File: src/verilog/rxso_params.svh
// Purpose: constants for the receive system-side output block
// Assumes: 40 MHz system clock, 16 channels
// Notes:   bit positions index the per-channel receive configuration bytes
//
// Overview of operation
// single-rail mode drives decoded data on active edge
// config one bit 3 inverts data outputs
// powered down: outputs tristate or low per bit 6
// dual-rail NRZ outputs undecoded data on active edge
// dual-rail RZ outputs undecoded RZ on active edge
// sliced mode passes raw data, no receive clock
// differential: tip/ring pulse pairs map to rails
// single-ended: tip pulse polarity maps to rails
// clock pin carries recovered clock in clocked modes
// recovered clock 1.544 or 2.048 MHz
// config one bit 4 selects active clock edge
// on loss: clock high or fallback, bit 7
// serial loss status, 16 channels, 17-cycle frame
// frame marker flags start filler slot
// serial loss changes on aux rising edge, high=loss
// aux clock disabled: serial loss output tristated
// fallback clock from master, 1.544/2.048 MHz
// filler slot then channels 0 to 15
`ifndef RXSO_PARAMS_SVH
`define RXSO_PARAMS_SVH

`define RXSO_CHANNELS       16
`define RXSO_FRAME_SLOTS    17
`define RXSO_SLOT_W         5
`define RXSO_CFG0_OFF_HIZ   6
`define RXSO_CFG0_LOSS_HIGH 7
`define RXSO_CFG1_DATA_INV  3
`define RXSO_CFG1_EDGE_FALL 4
`define RXSO_SYS_CLK_KHZ    40000
`define RXSO_T1_LINE_KHZ    1544
`define RXSO_E1_LINE_KHZ    2048
`define RXSO_AUX_CLK_KHZ    2048
`define RXSO_NCO_W          32

`endif

File: src/verilog/rxso_pkg.sv
// Purpose: types shared by the receive system-side output block
// Assumes: nothing beyond the constants header
// Notes:   mode codes follow the order of the enum
package rxso_pkg;
    typedef enum logic [1:0] {
        RXSO_SINGLE_NRZ,
        RXSO_DUAL_NRZ,
        RXSO_DUAL_RZ,
        RXSO_DUAL_SLICED
    } rxso_mode_t;
endpackage

File: src/verilog/rxso_output.sv
// Purpose: per-channel receive output formatting and serial loss status
// Assumes: slicer, clock recovery and loss detection run outside; their
//          pulses and recovered clock are asynchronous to i_clk
// Notes:   clocks are synthesised by phase accumulators from i_clk
`timescale 1ns/1ps
`include "rxso_params.svh"
`default_nettype none

module rxso_output (
    // clock and reset
    input  wire logic                                    i_clk,
    input  wire logic                                    i_reset,
    // global controls
    input  wire logic                                    i_e1_mode,
    input  wire logic                                    i_aux_clock_enable,
    // per-channel controls
    input  wire logic [`RXSO_CHANNELS-1:0][1:0]          i_rx_mode,
    input  wire logic [`RXSO_CHANNELS-1:0][7:0]          i_rx_config_zero,
    input  wire logic [`RXSO_CHANNELS-1:0][7:0]          i_rx_config_one,
    input  wire logic [`RXSO_CHANNELS-1:0]               i_rx_power_down,
    input  wire logic [`RXSO_CHANNELS-1:0]               i_single_ended,
    // per-channel receiver results, asynchronous
    input  wire logic [`RXSO_CHANNELS-1:0]               i_rx_line_tip_pos,
    input  wire logic [`RXSO_CHANNELS-1:0]               i_rx_line_tip_neg,
    input  wire logic [`RXSO_CHANNELS-1:0]               i_rx_line_ring_pos,
    input  wire logic [`RXSO_CHANNELS-1:0]               i_rx_line_ring_neg,
    input  wire logic [`RXSO_CHANNELS-1:0]               i_recovered_clock,
    input  wire logic [`RXSO_CHANNELS-1:0]               i_decoded_data,
    // per-channel loss, from logic on i_clk
    input  wire logic [`RXSO_CHANNELS-1:0]               i_line_loss,
    // per-channel pins
    output logic      [`RXSO_CHANNELS-1:0]               o_rx_data_pos,
    output logic      [`RXSO_CHANNELS-1:0]               o_rx_data_pos_oe,
    output logic      [`RXSO_CHANNELS-1:0]               o_rx_data_neg,
    output logic      [`RXSO_CHANNELS-1:0]               o_rx_data_neg_oe,
    output logic      [`RXSO_CHANNELS-1:0]               o_rx_recovered_clock_out,
    output logic      [`RXSO_CHANNELS-1:0]               o_rx_recovered_clock_out_oe,
    // serial loss status
    output logic                                         o_aux_e1_clock_out,
    output logic                                         o_serial_line_loss_status,
    output logic                                         o_serial_line_loss_status_oe,
    output logic                                         o_loss_frame_marker,
    // internal fallback clock
    output logic                                         o_fallback_line_clock
);

    // ********************************************************************
    // clock synthesis
    // ********************************************************************
    localparam logic [`RXSO_NCO_W-1:0] INC_T1 =
        `RXSO_NCO_W'((64'(`RXSO_T1_LINE_KHZ) << `RXSO_NCO_W) / 64'(`RXSO_SYS_CLK_KHZ));
    localparam logic [`RXSO_NCO_W-1:0] INC_E1 =
        `RXSO_NCO_W'((64'(`RXSO_E1_LINE_KHZ) << `RXSO_NCO_W) / 64'(`RXSO_SYS_CLK_KHZ));
    localparam logic [`RXSO_NCO_W-1:0] INC_AUX =
        `RXSO_NCO_W'((64'(`RXSO_AUX_CLK_KHZ) << `RXSO_NCO_W) / 64'(`RXSO_SYS_CLK_KHZ));

    logic [`RXSO_NCO_W-1:0] fallback_phase;
    logic [`RXSO_NCO_W-1:0] aux_phase;
    logic                   fallback_level;
    logic                   aux_level;
    logic                   aux_rise;

    // fallback line clock rate follows the line standard
    always_ff @(posedge i_clk) begin
        if (i_reset) begin
            fallback_phase <= '0;
        end else begin
            fallback_phase <= fallback_phase + (i_e1_mode ? INC_E1 : INC_T1);
        end
    end

    assign fallback_level = fallback_phase[`RXSO_NCO_W-1];

    always_ff @(posedge i_clk) begin
        if (i_reset) begin
            o_fallback_line_clock <= 1'b0;
        end else begin
            o_fallback_line_clock <= fallback_level;
        end
    end

    always_ff @(posedge i_clk) begin
        if (i_reset) begin
            aux_phase <= '0;
        end else if (!i_aux_clock_enable) begin
            aux_phase <= '0;
        end else begin
            aux_phase <= aux_phase + INC_AUX;
        end
    end

    assign aux_level = aux_phase[`RXSO_NCO_W-1];
    assign aux_rise  = aux_level & ~o_aux_e1_clock_out;

    always_ff @(posedge i_clk) begin
        if (i_reset) begin
            o_aux_e1_clock_out <= 1'b0;
        end else begin
            o_aux_e1_clock_out <= i_aux_clock_enable & aux_level;
        end
    end

    // ********************************************************************
    // serial loss status
    // ********************************************************************
    logic [`RXSO_SLOT_W-1:0] slot;
    logic [`RXSO_SLOT_W-1:0] next_slot;
    logic [3:0]              next_chan;

    // channel whose status fills the next slot
    assign next_chan = 4'(next_slot - `RXSO_SLOT_W'(1));

    always_comb begin
        if (slot == `RXSO_SLOT_W'(`RXSO_FRAME_SLOTS - 1)) begin
            next_slot = '0;
        end else begin
            next_slot = slot + `RXSO_SLOT_W'(1);
        end
    end

    // slot and outputs move together on the aux rising edge
    always_ff @(posedge i_clk) begin
        if (i_reset || !i_aux_clock_enable) begin
            slot                      <= `RXSO_SLOT_W'(`RXSO_FRAME_SLOTS - 1);
            o_serial_line_loss_status <= 1'b0;
            o_loss_frame_marker       <= 1'b0;
        end else if (aux_rise) begin
            slot                <= next_slot;
            o_loss_frame_marker <= (next_slot == '0);
            if (next_slot == '0) begin
                o_serial_line_loss_status <= 1'b0;
            end else begin
                // high means loss
                o_serial_line_loss_status <= i_line_loss[next_chan];
            end
        end
    end

    always_ff @(posedge i_clk) begin
        if (i_reset) begin
            o_serial_line_loss_status_oe <= 1'b0;
        end else begin
            o_serial_line_loss_status_oe <= i_aux_clock_enable;
        end
    end

    // ********************************************************************
    // per-channel output formatting
    // ********************************************************************
    genvar ch;
    generate
        for (ch = 0; ch < `RXSO_CHANNELS; ch++) begin : g_chan
            logic               clk_s1;
            logic               clk_s2;
            logic               clk_s3;
            logic [4:0]         in_s1;
            logic [4:0]         in_s2;
            logic               tip_pos;
            logic               tip_neg;
            logic               ring_pos;
            logic               ring_neg;
            logic               decoded;
            logic               raw_pos;
            logic               raw_neg;
            logic               active_edge;
            logic               other_edge;
            logic               pos_q;
            logic               neg_q;
            logic               single_q;
            logic               rz_half;
            logic               invert;
            logic               edge_fall;
            logic               off_hiz;
            logic               loss_high;
            rxso_pkg::rxso_mode_t mode;
            logic               next_pos;
            logic               next_neg;
            logic               next_clk;
            logic               next_clk_oe;
            logic               next_data_oe;

            // two-stage synchronisers
            always_ff @(posedge i_clk) begin
                if (i_reset) begin
                    clk_s1 <= 1'b0;
                    clk_s2 <= 1'b0;
                    clk_s3 <= 1'b0;
                    in_s1  <= '0;
                    in_s2  <= '0;
                end else begin
                    clk_s1 <= i_recovered_clock[ch];
                    clk_s2 <= clk_s1;
                    clk_s3 <= clk_s2;
                    in_s1  <= {i_decoded_data[ch], i_rx_line_ring_neg[ch],
                               i_rx_line_ring_pos[ch], i_rx_line_tip_neg[ch],
                               i_rx_line_tip_pos[ch]};
                    in_s2  <= in_s1;
                end
            end

            assign tip_pos   = in_s2[0];
            assign tip_neg   = in_s2[1];
            assign ring_pos  = in_s2[2];
            assign ring_neg  = in_s2[3];
            assign decoded   = in_s2[4];
            assign invert    = i_rx_config_one[ch][`RXSO_CFG1_DATA_INV];
            assign edge_fall = i_rx_config_one[ch][`RXSO_CFG1_EDGE_FALL];
            assign off_hiz   = i_rx_config_zero[ch][`RXSO_CFG0_OFF_HIZ];
            assign loss_high = i_rx_config_zero[ch][`RXSO_CFG0_LOSS_HIGH];
            assign mode      = rxso_pkg::rxso_mode_t'(i_rx_mode[ch]);

            // rail mapping by line interface type
            assign raw_pos = i_single_ended[ch] ? tip_pos : (tip_pos & ring_neg);
            assign raw_neg = i_single_ended[ch] ? tip_neg : (tip_neg & ring_pos);

            // edge of the recovered clock chosen as active
            assign active_edge = edge_fall ? (clk_s3 & ~clk_s2) : (~clk_s3 & clk_s2);
            assign other_edge  = edge_fall ? (~clk_s3 & clk_s2) : (clk_s3 & ~clk_s2);

            // capture data on the active edge
            always_ff @(posedge i_clk) begin
                if (i_reset) begin
                    pos_q    <= 1'b0;
                    neg_q    <= 1'b0;
                    single_q <= 1'b0;
                end else if (active_edge) begin
                    pos_q    <= raw_pos;
                    neg_q    <= raw_neg;
                    single_q <= decoded;
                end
            end

            // RZ pulse occupies the half bit after the active edge
            always_ff @(posedge i_clk) begin
                if (i_reset) begin
                    rz_half <= 1'b0;
                end else if (active_edge) begin
                    rz_half <= 1'b1;
                end else if (other_edge) begin
                    rz_half <= 1'b0;
                end
            end

            always_comb begin
                next_data_oe = 1'b1;
                next_clk_oe  = 1'b1;
                case (mode)
                    rxso_pkg::RXSO_SINGLE_NRZ: begin
                        next_pos = single_q ^ invert;
                        next_neg = 1'b0;
                    end
                    rxso_pkg::RXSO_DUAL_NRZ: begin
                        next_pos = pos_q ^ invert;
                        next_neg = neg_q ^ invert;
                    end
                    rxso_pkg::RXSO_DUAL_RZ: begin
                        next_pos = (pos_q & rz_half) ^ invert;
                        next_neg = (neg_q & rz_half) ^ invert;
                    end
                    default: begin
                        next_pos = raw_pos ^ invert;
                        next_neg = raw_neg ^ invert;
                    end
                endcase
                if (mode == rxso_pkg::RXSO_DUAL_SLICED) begin
                    next_clk    = 1'b0;
                    next_clk_oe = 1'b0;
                end else if (i_line_loss[ch]) begin
                    next_clk = loss_high ? 1'b1 : fallback_level;
                end else begin
                    next_clk = clk_s2;
                end
                if (i_rx_power_down[ch]) begin
                    next_pos     = 1'b0;
                    next_neg     = 1'b0;
                    next_clk     = 1'b0;
                    next_data_oe = ~off_hiz;
                    next_clk_oe  = ~off_hiz;
                end
            end

            always_ff @(posedge i_clk) begin
                if (i_reset) begin
                    o_rx_data_pos[ch]               <= 1'b0;
                    o_rx_data_neg[ch]               <= 1'b0;
                    o_rx_recovered_clock_out[ch]    <= 1'b0;
                    o_rx_data_pos_oe[ch]            <= 1'b0;
                    o_rx_data_neg_oe[ch]            <= 1'b0;
                    o_rx_recovered_clock_out_oe[ch] <= 1'b0;
                end else begin
                    o_rx_data_pos[ch]               <= next_pos;
                    o_rx_data_neg[ch]               <= next_neg;
                    o_rx_recovered_clock_out[ch]    <= next_clk;
                    o_rx_data_pos_oe[ch]            <= next_data_oe;
                    o_rx_data_neg_oe[ch]            <= next_data_oe;
                    o_rx_recovered_clock_out_oe[ch] <= next_clk_oe;
                end
            end
        end
    endgenerate

endmodule

`default_nettype wire

File: config.mk
export PLATFORM = sky130hd
export DESIGN_NAME = rxso_output
export DESIGN_NICKNAME = d
export VERILOG_FILES = /design/src/verilog/rxso_pkg.sv /design/src/verilog/rxso_output.sv
export VERILOG_INCLUDE_DIRS = /design/src /design/src/verilog
export SDC_FILE = /design/constraint.sdc
export NUM_CORES = 1
export LEC_CHECK = 0
export BUFFER_PORTS_ARGS = -buffer_cell sky130_fd_sc_hd__buf_4
export CORE_ASPECT_RATIO = 0.6
export CORE_MARGIN = 2
export CORE_UTILIZATION = 40
export CTS_CLUSTER_SIZE = 10
export DETAILED_ROUTE_END_ITERATION = 6
export GPL_ROUTABILITY_DRIVEN = 0
export PLACE_DENSITY = 0.65
export RECOVER_POWER = 25
export SETUP_SLACK_MARGIN = 0.5
export SYNTH_ARGS = -nofsm -noshare
export SYNTH_HDL_FRONTEND = slang
export SYNTH_SLANG_ARGS = --single-unit
export TNS_END_PERCENT = 10
File: constraint.sdc
create_clock -name i_clk -period 5.98 [get_ports i_clk]
set_input_delay 0.598 -clock i_clk [delete_from_list [all_inputs] [get_ports i_clk]]
set_output_delay 0.598 -clock i_clk [all_outputs]
set_load 0.05 [all_outputs]
# == Word-level counts from Yosys, hierarchy flattened ==
# Cells that the tools add are included.
# word_totals
ff_bits,426
latchBits,0
mem_bits_rw,0
rom_bits,0
input_bits,436
output_inout_bits,101
mem_count,0
# classes
addsub,4
n_mul,0
n_div,0
order_cmp,1
n_eq_ne,49
shifts,0
muxes,213
n_bitwise,260
n_reduce_logical,68
# ops
operator,n
1-bit 2-to-1 mux,178
1-bit XOR,112
1-bit AND,98
1-bit case mux with 3 select lines,32
"2-bit equality test, second input constant",32
1-bit NOT,50
3-bit OR reduction,16
2-bit OR reduction,17
32-bit by 28-bit adder with 32-bit output,1
"32-bit by 28-bit adder with 32-bit output, second input constant",1
"2-bit by 1-bit equality test with 1-bit output, second input constant",16
2-bit zero test,16
2-bit nonzero test,16
27-bit 2-to-1 mux,1
"5-bit by 1-bit adder with 5-bit output, second input constant",1
"5-bit equality test, second input constant",1
5-bit zero test,1
"4-bit by 5-bit less-than comparator with 1-bit output, second input constant",1
5-bit 2-to-1 mux,1
1-bit binary-select mux with 4-bit select,1
"4-bit by 1-bit subtractor with 4-bit output, second input constant",1
1-bit zero test,1
1-bit logical OR,1

# == Depth between registers and ports, before layout ==
# Gate-level depths: netlist (run 1).
# logic_depth
depth_word,6
mapped_depth,10

# == Worst setup path after synthesis (run 1) ==
# OpenSTA, ideal clock, no wires.
# synth_path
path_type,reg2reg
start,register slot[0]
end,register o_serial_line_loss_status
setup_time_ps,128
t_arrival_ps,2646
t_required_ps,5852
slack_ps,3207
path_stages_with_launch,11
path_buffers,0
path_cell_list,dfxtp_1 > inv_1 > ha_1 > and4bb_2 > nor2_1 > inv_1 > ha_1 > mux4_2 > mux4_2 > a22oi_1 > nor2_1
# synth_via
elab_chain_len,6
# synth_rtl
element,line,source
"start, declared",rxso_output.sv:106,logic [`RXSO_SLOT_W-1:0] slot;
"start signal, assigned",rxso_output.sv:124,slot <= `RXSO_SLOT_W'(`RXSO_FRAME_SLOTS - 1);
"start signal, assigned",rxso_output.sv:128,slot <= next_slot;
5-bit by 1-bit adder with 5-bit output / 5-bit equality test (equally long branches),"rxso_output.sv:117, rxso_output.sv:114",
5-bit 2-to-1 mux (*),rxso_output.sv:114,if (slot == `RXSO_SLOT_W'(`RXSO_FRAME_SLOTS - 1)) begin
4-bit by 1-bit subtractor with 4-bit output,rxso_output.sv:111,assign next_chan = 4'(next_slot - `RXSO_SLOT_W'(1));
1-bit binary-select mux with 4-bit select,rxso_output.sv:134,o_serial_line_loss_status <= i_line_loss[next_chan];
1-bit 2-to-1 mux (implied by the code),rxso_output.sv:134,
1-bit 2-to-1 mux (*),rxso_output.sv:130,if (next_slot == '0) begin
"end signal, assigned",rxso_output.sv:134,
"end, declared",rxso_output.sv:40,"output logic o_serial_line_loss_status,"
# Every way passes the cells marked *; elsewhere a longest branch is shown, timed or not. The select of a mux whose other input is x is not followed.
# A chain may end at the register's enable or synchronous reset.

# == Worst setup path after layout (run 1) ==
# Ends and elaborated chain as after synthesis.

==> metrics.yaml, run 1 <==
yosys:
  synth_fa_ha_area_frac: 0.0641
  ys_seq_area_frac: 0.502
  syn-num-nets: 2268
  synth_area_leaders: "dfxtp_1, nor2b_1, ha_1"
  synth-simple-area-share: 0.196
  synth_xor_area_frac: 0.0382
  synth_cell_types: 59
  synth-compound-area-share: 0.115
  yosysWarnings: 0
  ys_ff_latch: 426
  synth_top_area_share: 0.502
  async_reset_ff_frac: 0
  synth-edff-count: 0
  synth_top_family_by_area: "simple AND/OR/NAND/NOR gates"
  avgSynthCellArea_um2: 9.73
  synth_area_leader_cell: "dfxtp_1"
  synth_mux_area_frac: 0.0478
  syn_area_um2: 17000
  synthCells: 1745
  synth-main-ff-cell: "dfxtp_1"
clock_network:
  clk_latency_ns: 0.56
  post-cts-setup-buffer-count: 0
  cts-resized-gates: 0
  clock_sinks: 426
  clockBufferDepth: 3
  path_clk_slew_ns: 0.05
  numCtsBuffers: 49
  cts_max_level: 2
  tritoncts: "yes"
  hold_buffers: 0
  root_buffer: "clkbuf_16"
finish:
  nFillCells: 3835
  finalInstanceArea_um2: 21300
  fin_nets: 2598
  syn_to_final_growth_pct: 25.4
  drive_above_1_share: 0.196
placed_design:
  numPortBuffers: 344
  place_area_um2: 20000
  hpwlAfterDp_um: 31100
global_routing:
  grt_pass1_wl_um: 65600
  grt_pass1_vias: 12500
  overflow: 0
  antenna_found_initial: 3
  grt_max_degree: 112
  grt_use_total: 0.186
status:
  status: "complete, but fails checks"
  violations: "max-capacitance violations, max-slew violations"
timing:
  worst_slew_pin_slew_ns: 3.22
  setup_tns_ns: 0
  hold_viol_final: 0
  skew_ns: 0.0131
  drv_slew: 96
  min_period_over_period: 0.626
  rsz0062_at_grt: "no"
  slew-limit-headroom: -1.15
  period_minus_slack_ns: 3.75
  hold_ws_ns: 0.229
  fmax_mhz: 267
  setup_viol: 0
hold_path:
  worstHoldPathType: "input port to register"
worst_setup_path:
  critPathCaptureType: "register"
  criticalPathCategory: "register to register"
  cp.arrival_ns: 4.19
  start_kind: "register"
  cp_max_fo: 7
  worst_ep_required_time_ns: 6.42
route:
  vias: 12900
  post_drt_wl_per_cell_um: 15.8
  drc: 0
  firstDrtPassIters: 5
  ant_nets: 0
  drt_iter0_drc: 709
  wirelength_um: 41800
  via_per_inst: 4.86
die:
  die_x_um: 270
  die-area_um2: 44100
  fp-row-count: 58
  core_region_area_um2: 41900
  pin_count: 537
  dieHeight_um: 164
  initial_core_util: 0.405
power:
  leakage_nw: 9.16
  power_per_cell_area_nw_per_um2: 324
  ir_worst_vdd_v: 0.000211
flow_run:
  maxCapViolCount: 2
## sequential cells by signal, summed over array words and instances (netlist names), 32 cells and up
name,count
aux_phase,32
fallback_phase,32
g_chan.in_s1,80
g_chan.in_s2,80
## stage by stage
stage          power [mW]   util  setup WS, ns  instances
6_report             6.89  0.508          2.23       2653
5_1_grt              7.23  0.508          2.06       2651
4_1_cts              6.97  0.509          2.20       2651
3_5_place_dp         4.35  0.477          2.19       2594
3_3_place_gp         4.31  0.477          2.25       2594
2_1_floorplan        3.96      -          3.21       1745
## synthesized netlist by cell type (27+ instances only)
library cell    n
a21o_1         27
a21oi_1        74
clkbuf_1       44
dfxtp_1       426
ha_1           87
inv_1          81
mux2i_1        62
nand2_1        96
nand2b_1       33
nor2_1        140
nor2b_1       230
nor3_1         34
nor4_1         37
o21ai_0        57
xnor2_1        42
xor2_1         32
## critical path: stages, from the launching register on
cell and delay (ns):
dfxtp_1 0.43, inv_1 0.08, ha_1 0.22, and4bb_2 0.28, nor2_1 0.78, inv_1 0.11, ha_1 0.59, mux4_2 0.43
mux4_2 0.47, a22oi_1 0.17, nor2_1 0.05
## cell type report
type | instances | area (um^2) | area share
repair buffers | 349 | 2610 | 0.122
inverters | 82 | 308 | 0.0145
well taps | 570 | 713 | 0.0335
diodes | 2 | 5.00 | 0.000235
clock inverters | 5 | 76.3 | 0.00359
flip-flops and latches | 426 | 8530 | 0.401
multi-input cells | 1167 | 7810 | 0.367
clock buffers | 52 | 1240 | 0.0581
## final timing paths
check	start	end	slack [ns]	cells past startpoint
min reg2reg	g_chan[4].in_s1[3]$_SDFF_PP0_	g_chan[4].in_s2[3]$_SDFF_PP0_	0.43	1
min	i_rx_config_zero[102]	o_rx_data_neg_oe[12]$_SDFF_PP0_	0.23	2
max	slot[0]$_SDFFE_PP0P_	o_serial_line_loss_status$_SDFFE_PP0P_	2.23	10
max reg2reg	slot[0]$_SDFFE_PP0P_	o_serial_line_loss_status$_SDFFE_PP0P_	2.23	10
## placed cells by master, fill, tap and decap left out, types with 4 or more instances in the layout
| cell type | netlist | layout |
|---|---|---|
| a31oi_1 | 25 | 25 |
| and2_1 | 20 | 20 |
| and3_1 | 6 | 6 |
| o21ai_1 | 12 | 12 |
| a221oi_1 | 18 | 18 |
| nand3_1 | 12 | 12 |
| clkbuf_1 | 44 | 9 |
| xor2_1 | 32 | 32 |
| o211ai_1 | 4 | 4 |
| nand2b_1 | 33 | 33 |
| a21o_1 | 27 | 27 |
| nand2_1 | 96 | 96 |
| nor2_1 | 140 | 140 |
| mux2i_1 | 62 | 62 |
| xnor2_1 | 42 | 42 |
| clkbuf_16 | 0 | 49 |
| dfxtp_1 | 426 | 426 |
| nor3_1 | 34 | 34 |
| inv_1 | 81 | 81 |
| o31a_1 | 4 | 4 |
| mux4_2 | 5 | 5 |
| a311oi_1 | 15 | 15 |
| ha_1 | 87 | 87 |
| or3_1 | 5 | 5 |
| nor4_1 | 37 | 37 |
| o21a_1 | 21 | 21 |
| mux2_1 | 6 | 6 |
| a21boi_0 | 17 | 17 |
| a211oi_1 | 4 | 4 |
| o21ai_0 | 57 | 57 |
| a21oi_1 | 74 | 74 |
| buf_4 | 16 | 342 |
| nor2b_1 | 230 | 230 |
## report_power, final
| part | total, mW | switching (mW) | internal, mW | leakage (nW) |
|---|---|---|---|---|
| registers | 3.13 | 0.105 | 3.03 | 3.51 |
| logic | 1.17 | 0.663 | 0.505 | 5.01 |
| clock network | 2.59 | 1.09 | 1.50 | 0.645 |
| total | 6.89 | 1.86 | 5.03 | 9.16 |
## layer usage
layer / track usage / up-vias / routed length [um]
met5: 0 / - / 10
met4: 0.0374 / 2 / 586
met3: 0.0590 / 53 / 3490
met2: 0.282 / 368 / 17900
met1: 0.258 / 5917 / 19800
li1: - / 6542 / -
## cell families after synthesis
kind of cell	after synthesis
buffers and inverters	152
XOR/XNOR	74
adder cells (fa/ha/maj)	87
flip-flops	426
AO/OA/AOI/OAI	302
multiplexers	74
AND/OR/NAND/NOR	630
Note: power is estimated with default switching activity, not from simulation.
==> run 2, diff against run 1 <==
==> constraint.sdc (replaced) <==
create_clock -name i_clk -period 3.9 [get_ports i_clk]
set_input_delay 0.39 -clock i_clk [delete_from_list [all_inputs] [get_ports i_clk]]
set_output_delay 0.39 -clock i_clk [all_outputs]
set_load 0.05 [all_outputs]
==> metrics.yaml, run 2 (synthesis gave the netlist of run 1 again) <==
timing:
  setup_viol: 0
  min_period_over_period: 0.770
  slew-limit-headroom: -0.391
  fmax_mhz: 333
  drv_slew: 115
  hold_viol_final: 0
  setup_tns_ns: 0
  rsz0062_at_grt: "no"
  skew_ns: 0.0125
  period_minus_slack_ns: 3.00
  worst_slew_pin_slew_ns: 2.09
status:
  violations: "max-capacitance violations, max-slew violations"
  status: "complete, but fails checks"
clock_network:
  cts_max_level: 2
  path_clk_slew_ns: 0.06
  tritoncts: "yes"
  root_buffer: "clkbuf_16"
  numCtsBuffers: 49
  post-cts-setup-buffer-count: 0
  cts-resized-gates: 0
  clk_latency_ns: 0.55
  clock_sinks: 426
  clockBufferDepth: 3
worst_setup_path:
  start_kind: "register"
  critPathCaptureType: "register"
  cp_max_fo: 7
  critPathLaunch: "slot[0]$_SDFFE_PP0P_"
  cp.arrival_ns: 3.44
  worst_ep_required_time_ns: 4.34
  regToRegStartpoint: "slot[0]$_SDFFE_PP0P_"
  criticalPathCategory: "register to register"
die:
  initial_core_util: 0.405
  pin_count: 537
  dieHeight_um: 164
  die_x_um: 270
  fp-row-count: 58
  die-area_um2: 44100
  core_region_area_um2: 41900
route:
  wirelength_um: 42300
  drt_iter0_drc: 761
  via_per_inst: 4.85
  post_drt_wl_per_cell_um: 15.9
  ant_nets: 0
  vias: 12900
  drc: 0
  firstDrtPassIters: 5
finish:
  final_cell_mix: "dfxtp_1, buf_4, nor2b_1"
  fin_nets: 2604
  final_cell_count_no_fill: 2659
  syn_to_final_growth_pct: 25.9
  final_common_cell: "dfxtp_1"
  fin_util: 0.510
  reg_top3: "g_chan.in_s1 (80), g_chan.in_s2 (80)"
  drive_above_1_share: 0.200
flow_run:
  maxCapViolCount: 2
global_routing:
  grt_use_total: 0.186
  grt_max_degree: 186
  antenna_found_initial: 6
  grt_pass1_wl_um: 65300
  grt_pass1_vias: 12400
  overflow: 0
hold_path:
  worstHoldStart: "i_rx_config_zero[70]"
  worstHoldPathType: "input port to register"
placed_design:
  numPortBuffers: 344
  dp_cells: 2597
  hpwlAfterDp_um: 31300
power:
  ir_worst_vdd_v: 0.000319
  leakage_nw: 9.21
  power_per_cell_area_nw_per_um2: 496
[run 2: what timing repair did]
item / in CTS / in global routing
endpoints found under the hold margin: 2 / 1
endpoints found under the setup margin: 0 / 0
hold buffers: 2 / 1
[run 2: power by group]
group / total [mW] / switching [mW] / internal [mW]
registers: 4.80 / 0.160 / 4.64
logic: 1.80 / 1.02 / 0.782
clock network: 3.98 / 1.66 / 2.32
[run 2: per-stage QoR]
step	hold WS (ns)	cell area, um^2	setup slack [ns]	power (mW)
3_3_place_gp	0.419	20000	0.869	6.62
2_1_floorplan	0.414	17000	1.13	6.08
5_1_grt	0.00395	21400	0.521	11.1
4_1_cts	0.000816	21400	0.877	10.7
3_5_place_dp	0.420	20000	0.877	6.67
6_report	0.0372	21400	0.897	10.6
[run 2: cell type report]
cell class / instances / area [um^2]
sequential: 426 / 8530
multi-input combinational: 1167 / 7810
clock buffer: 52 / 1260
clock inverter: 4 / 55.1
inverter: 82 / 308
fill: 3810 / 20500
timing repair buffer: 355 / 2680
tap: 570 / 713
antenna: 3 / 7.51
[run 2: worst max-delay path: stages, from the launching register on]
cell and delay [ns]:
dfxtp_1 0.46, inv_1 0.08, ha_1 0.22, and4bb_2 0.28
nor2_1 0.13, inv_1 0.06, ha_1 0.53, mux4_2 0.44
mux4_2 0.48, a22oi_1 0.16, nor2_1 0.05
[run 2: metal layers]
| metal | track usage | share of wire | vias up |
|---|---|---|---|
| li1 | - | - | 6535 |
| met1 | 0.253 | 0.48 | 5953 |
| met2 | 0.284 | 0.42 | 358 |
| met3 | 0.0595 | 0.079 | 55 |
| met4 | 0.0480 | 0.019 | 4 |
| met5 | 0 | 0.00066 | - |
[run 2: final timing paths]
kind | endpoint | slack, ns | depth (start not counted)
worst max register to register | o_serial_line_loss_status$_SDFFE_PP0P_ | 0.90 | 10
worst max-delay path | o_serial_line_loss_status$_SDFFE_PP0P_ | 0.90 | 10
worst min register to register | g_chan[14].in_s2[1]$_SDFF_PP0_ | 0.43 | 1
worst min-delay path | o_rx_data_neg_oe[8]$_SDFF_PP0_ | 0.04 | 2
==> run 3, diff against run 2 <==
==> constraint.sdc (replaced) <==
create_clock -name i_clk -period 3.1 [get_ports i_clk]
set_input_delay 0.31 -clock i_clk [delete_from_list [all_inputs] [get_ports i_clk]]
set_output_delay 0.31 -clock i_clk [all_outputs]
set_load 0.05 [all_outputs]
==> metrics.yaml, run 3 (synthesis gave the netlist of run 1 again) <==
status:
  status: "complete, but fails checks"
  violations: "max-capacitance violations, max-slew violations"
timing:
  min_period_over_period: 0.804
  setup_viol: 0
  drv_slew: 80
  setup_slack_ns: 0.608
  rsz0062_at_grt: "yes"
  fmax_mhz: 401
  period_minus_slack_ns: 2.49
  hold_viol_final: 0
  setup_tns_ns: 0
  hold_ws_ns: 0.0304
  skew_ns: 0.00918
  worst_slew_pin_slew_ns: 1.73
  slew-limit-headroom: -0.155
global_routing:
  antenna_found_initial: 2
  grt_use_total: 0.193
  grt_pass1_wl_um: 68900
  overflow: 0
  grt_max_degree: 121
  grt_pass1_vias: 13200
clock_network:
  root_buffer: "clkbuf_16"
  clk_latency_ns: 0.56
  clockBufferDepth: 3
  numCtsBuffers: 48
  cts_max_level: 2
  path_clk_slew_ns: 0.05
  tritoncts: "yes"
  clock_sinks: 426
finish:
  final_cell_mix: "dfxtp_1, buf_4, nor2b_1"
  final_common_cell: "dfxtp_1"
  reg_top3: "g_chan.in_s1 (80), g_chan.in_s2 (80)"
  syn_to_final_growth_pct: 34.8
  final_cell_count_no_fill: 2806
  finalInstanceArea_um2: 22900
  drive_above_1_share: 0.190
  fin_nets: 2753
  fin_util: 0.546
  nFillCells: 3703
route:
  firstDrtPassIters: 5
  wl_met3_um: 2440
  wl_met1_um: 20800
  drt_iter0_drc: 681
  ant_nets: 0
  via_per_inst: 4.79
  post_drt_wl_per_cell_um: 15.5
  vias: 13400
  top_layer_used: "met5"
  wirelength_um: 43600
  dr_wl_met2_um: 19500
  drc: 0
flow_run:
  maxCapViolCount: 1
placed_design:
  numPortBuffers: 344
  dp_cells: 2601
  pre_cts_slack_ns: 0.285
  hpwlAfterDp_um: 31400
  place_area_um2: 20100
die:
  die_x_um: 270
  core_region_area_um2: 41900
  pin_count: 537
  initial_core_util: 0.405
  dieHeight_um: 164
  fp-row-count: 58
  die-area_um2: 44100
worst_setup_path:
  crit_family: "multiplexers"
  r2r-end: "o_serial_line_loss_status$_SDFFE_PP0P_"
  regToRegStartpoint: "slot[1]$_SDFFE_PP0P_"
  cp.arrival_ns: 2.91
  rr_worst_depth: 10
  cp_max_fo: 7
  critPathCaptureType: "register"
  cp_num_cells: 10
  criticalPathCategory: "register to register"
  max_stage_delay_ns: 0.46
  cp_cell_sequence: "inv_1 -> ha_1 -> and4bb_4 -> nor2_4 -> inv_1 -> ha_4 -> mux4_2 -> mux4_2 -> a22oi_1 -> nor2_1"
  worst_ep_required_time_ns: 3.51
  start_kind: "register"
  rrSetupSlack_ns: 0.61
  worst-path-buf-inv: 2
  critPathSlowestCell: "mux4_2"
power:
  power_per_cell_area_nw_per_um2: 587
  leakage_nw: 9.85
  total_power_mw: 13.4
  ir_worst_vdd_v: 0.000353
hold_path:
  worstHoldPathType: "input port to register"
  worstHoldStart: "i_rx_config_one[83]"
  min_path_cells: 3
  holdPathEnd: "o_rx_data_pos[10]$_SDFF_PP0_"
## run 3: cell count changes in the layout (fill, tap and decap cells not counted), moves of 2 or more
cell,previous run,this run
buf_4,349,354
inv_16,0,2
dlygate4sd3_1,3,147
inv_6,2,0
## run 3: cell type report
class,instances,area [um^2],area share
well taps,570,713,0.0312
clock inverters,2,40.0,0.00175
inverters,82,308,0.0135
clock buffers,52,1250,0.0545
diodes,2,5.00,0.000219
flip-flops and latches,426,8530,0.373
multi-input cells,1167,7840,0.343
repair buffers,505,4190,0.183
## run 3: worst max-delay path by stage
stage	startpoint	endpoint
after floorplan	slot[0]$_SDFFE_PP0P_	o_serial_line_loss_status$_SDFFE_PP0P_
after global placement	slot[0]$_SDFFE_PP0P_	o_serial_line_loss_status$_SDFFE_PP0P_
after detailed placement	slot[0]$_SDFFE_PP0P_	o_serial_line_loss_status$_SDFFE_PP0P_
after CTS	slot[0]$_SDFFE_PP0P_	o_serial_line_loss_status$_SDFFE_PP0P_
after global routing	slot[1]$_SDFFE_PP0P_	o_serial_line_loss_status$_SDFFE_PP0P_
final	slot[1]$_SDFFE_PP0P_	o_serial_line_loss_status$_SDFFE_PP0P_
## run 3: report_power, final
group | internal (mW) | switching, mW
clock | 2.82 | 2.11
sequential | 5.84 | 0.203
combinational | 1.12 | 1.32
## run 3: routing by layer
metal	global-route usage	vias up
met1	0.262	6194
met2	0.310	331
met5	0	-
met4	0.0510	2
met3	0.0454	74
li1	-	6830
## run 3: repair_timing
item,in CTS,in global routing
hold buffers,147,0
pin swaps,1,0
setup buffers,1,1
endpoints found under the setup margin,1,2
resized for setup,3,3
endpoints found under the hold margin,171,0
## run 3: worst min-delay path: stages
cell,delay (ns)
buf_4,0.09
xnor2_1,0.10
nor3_1,0.04
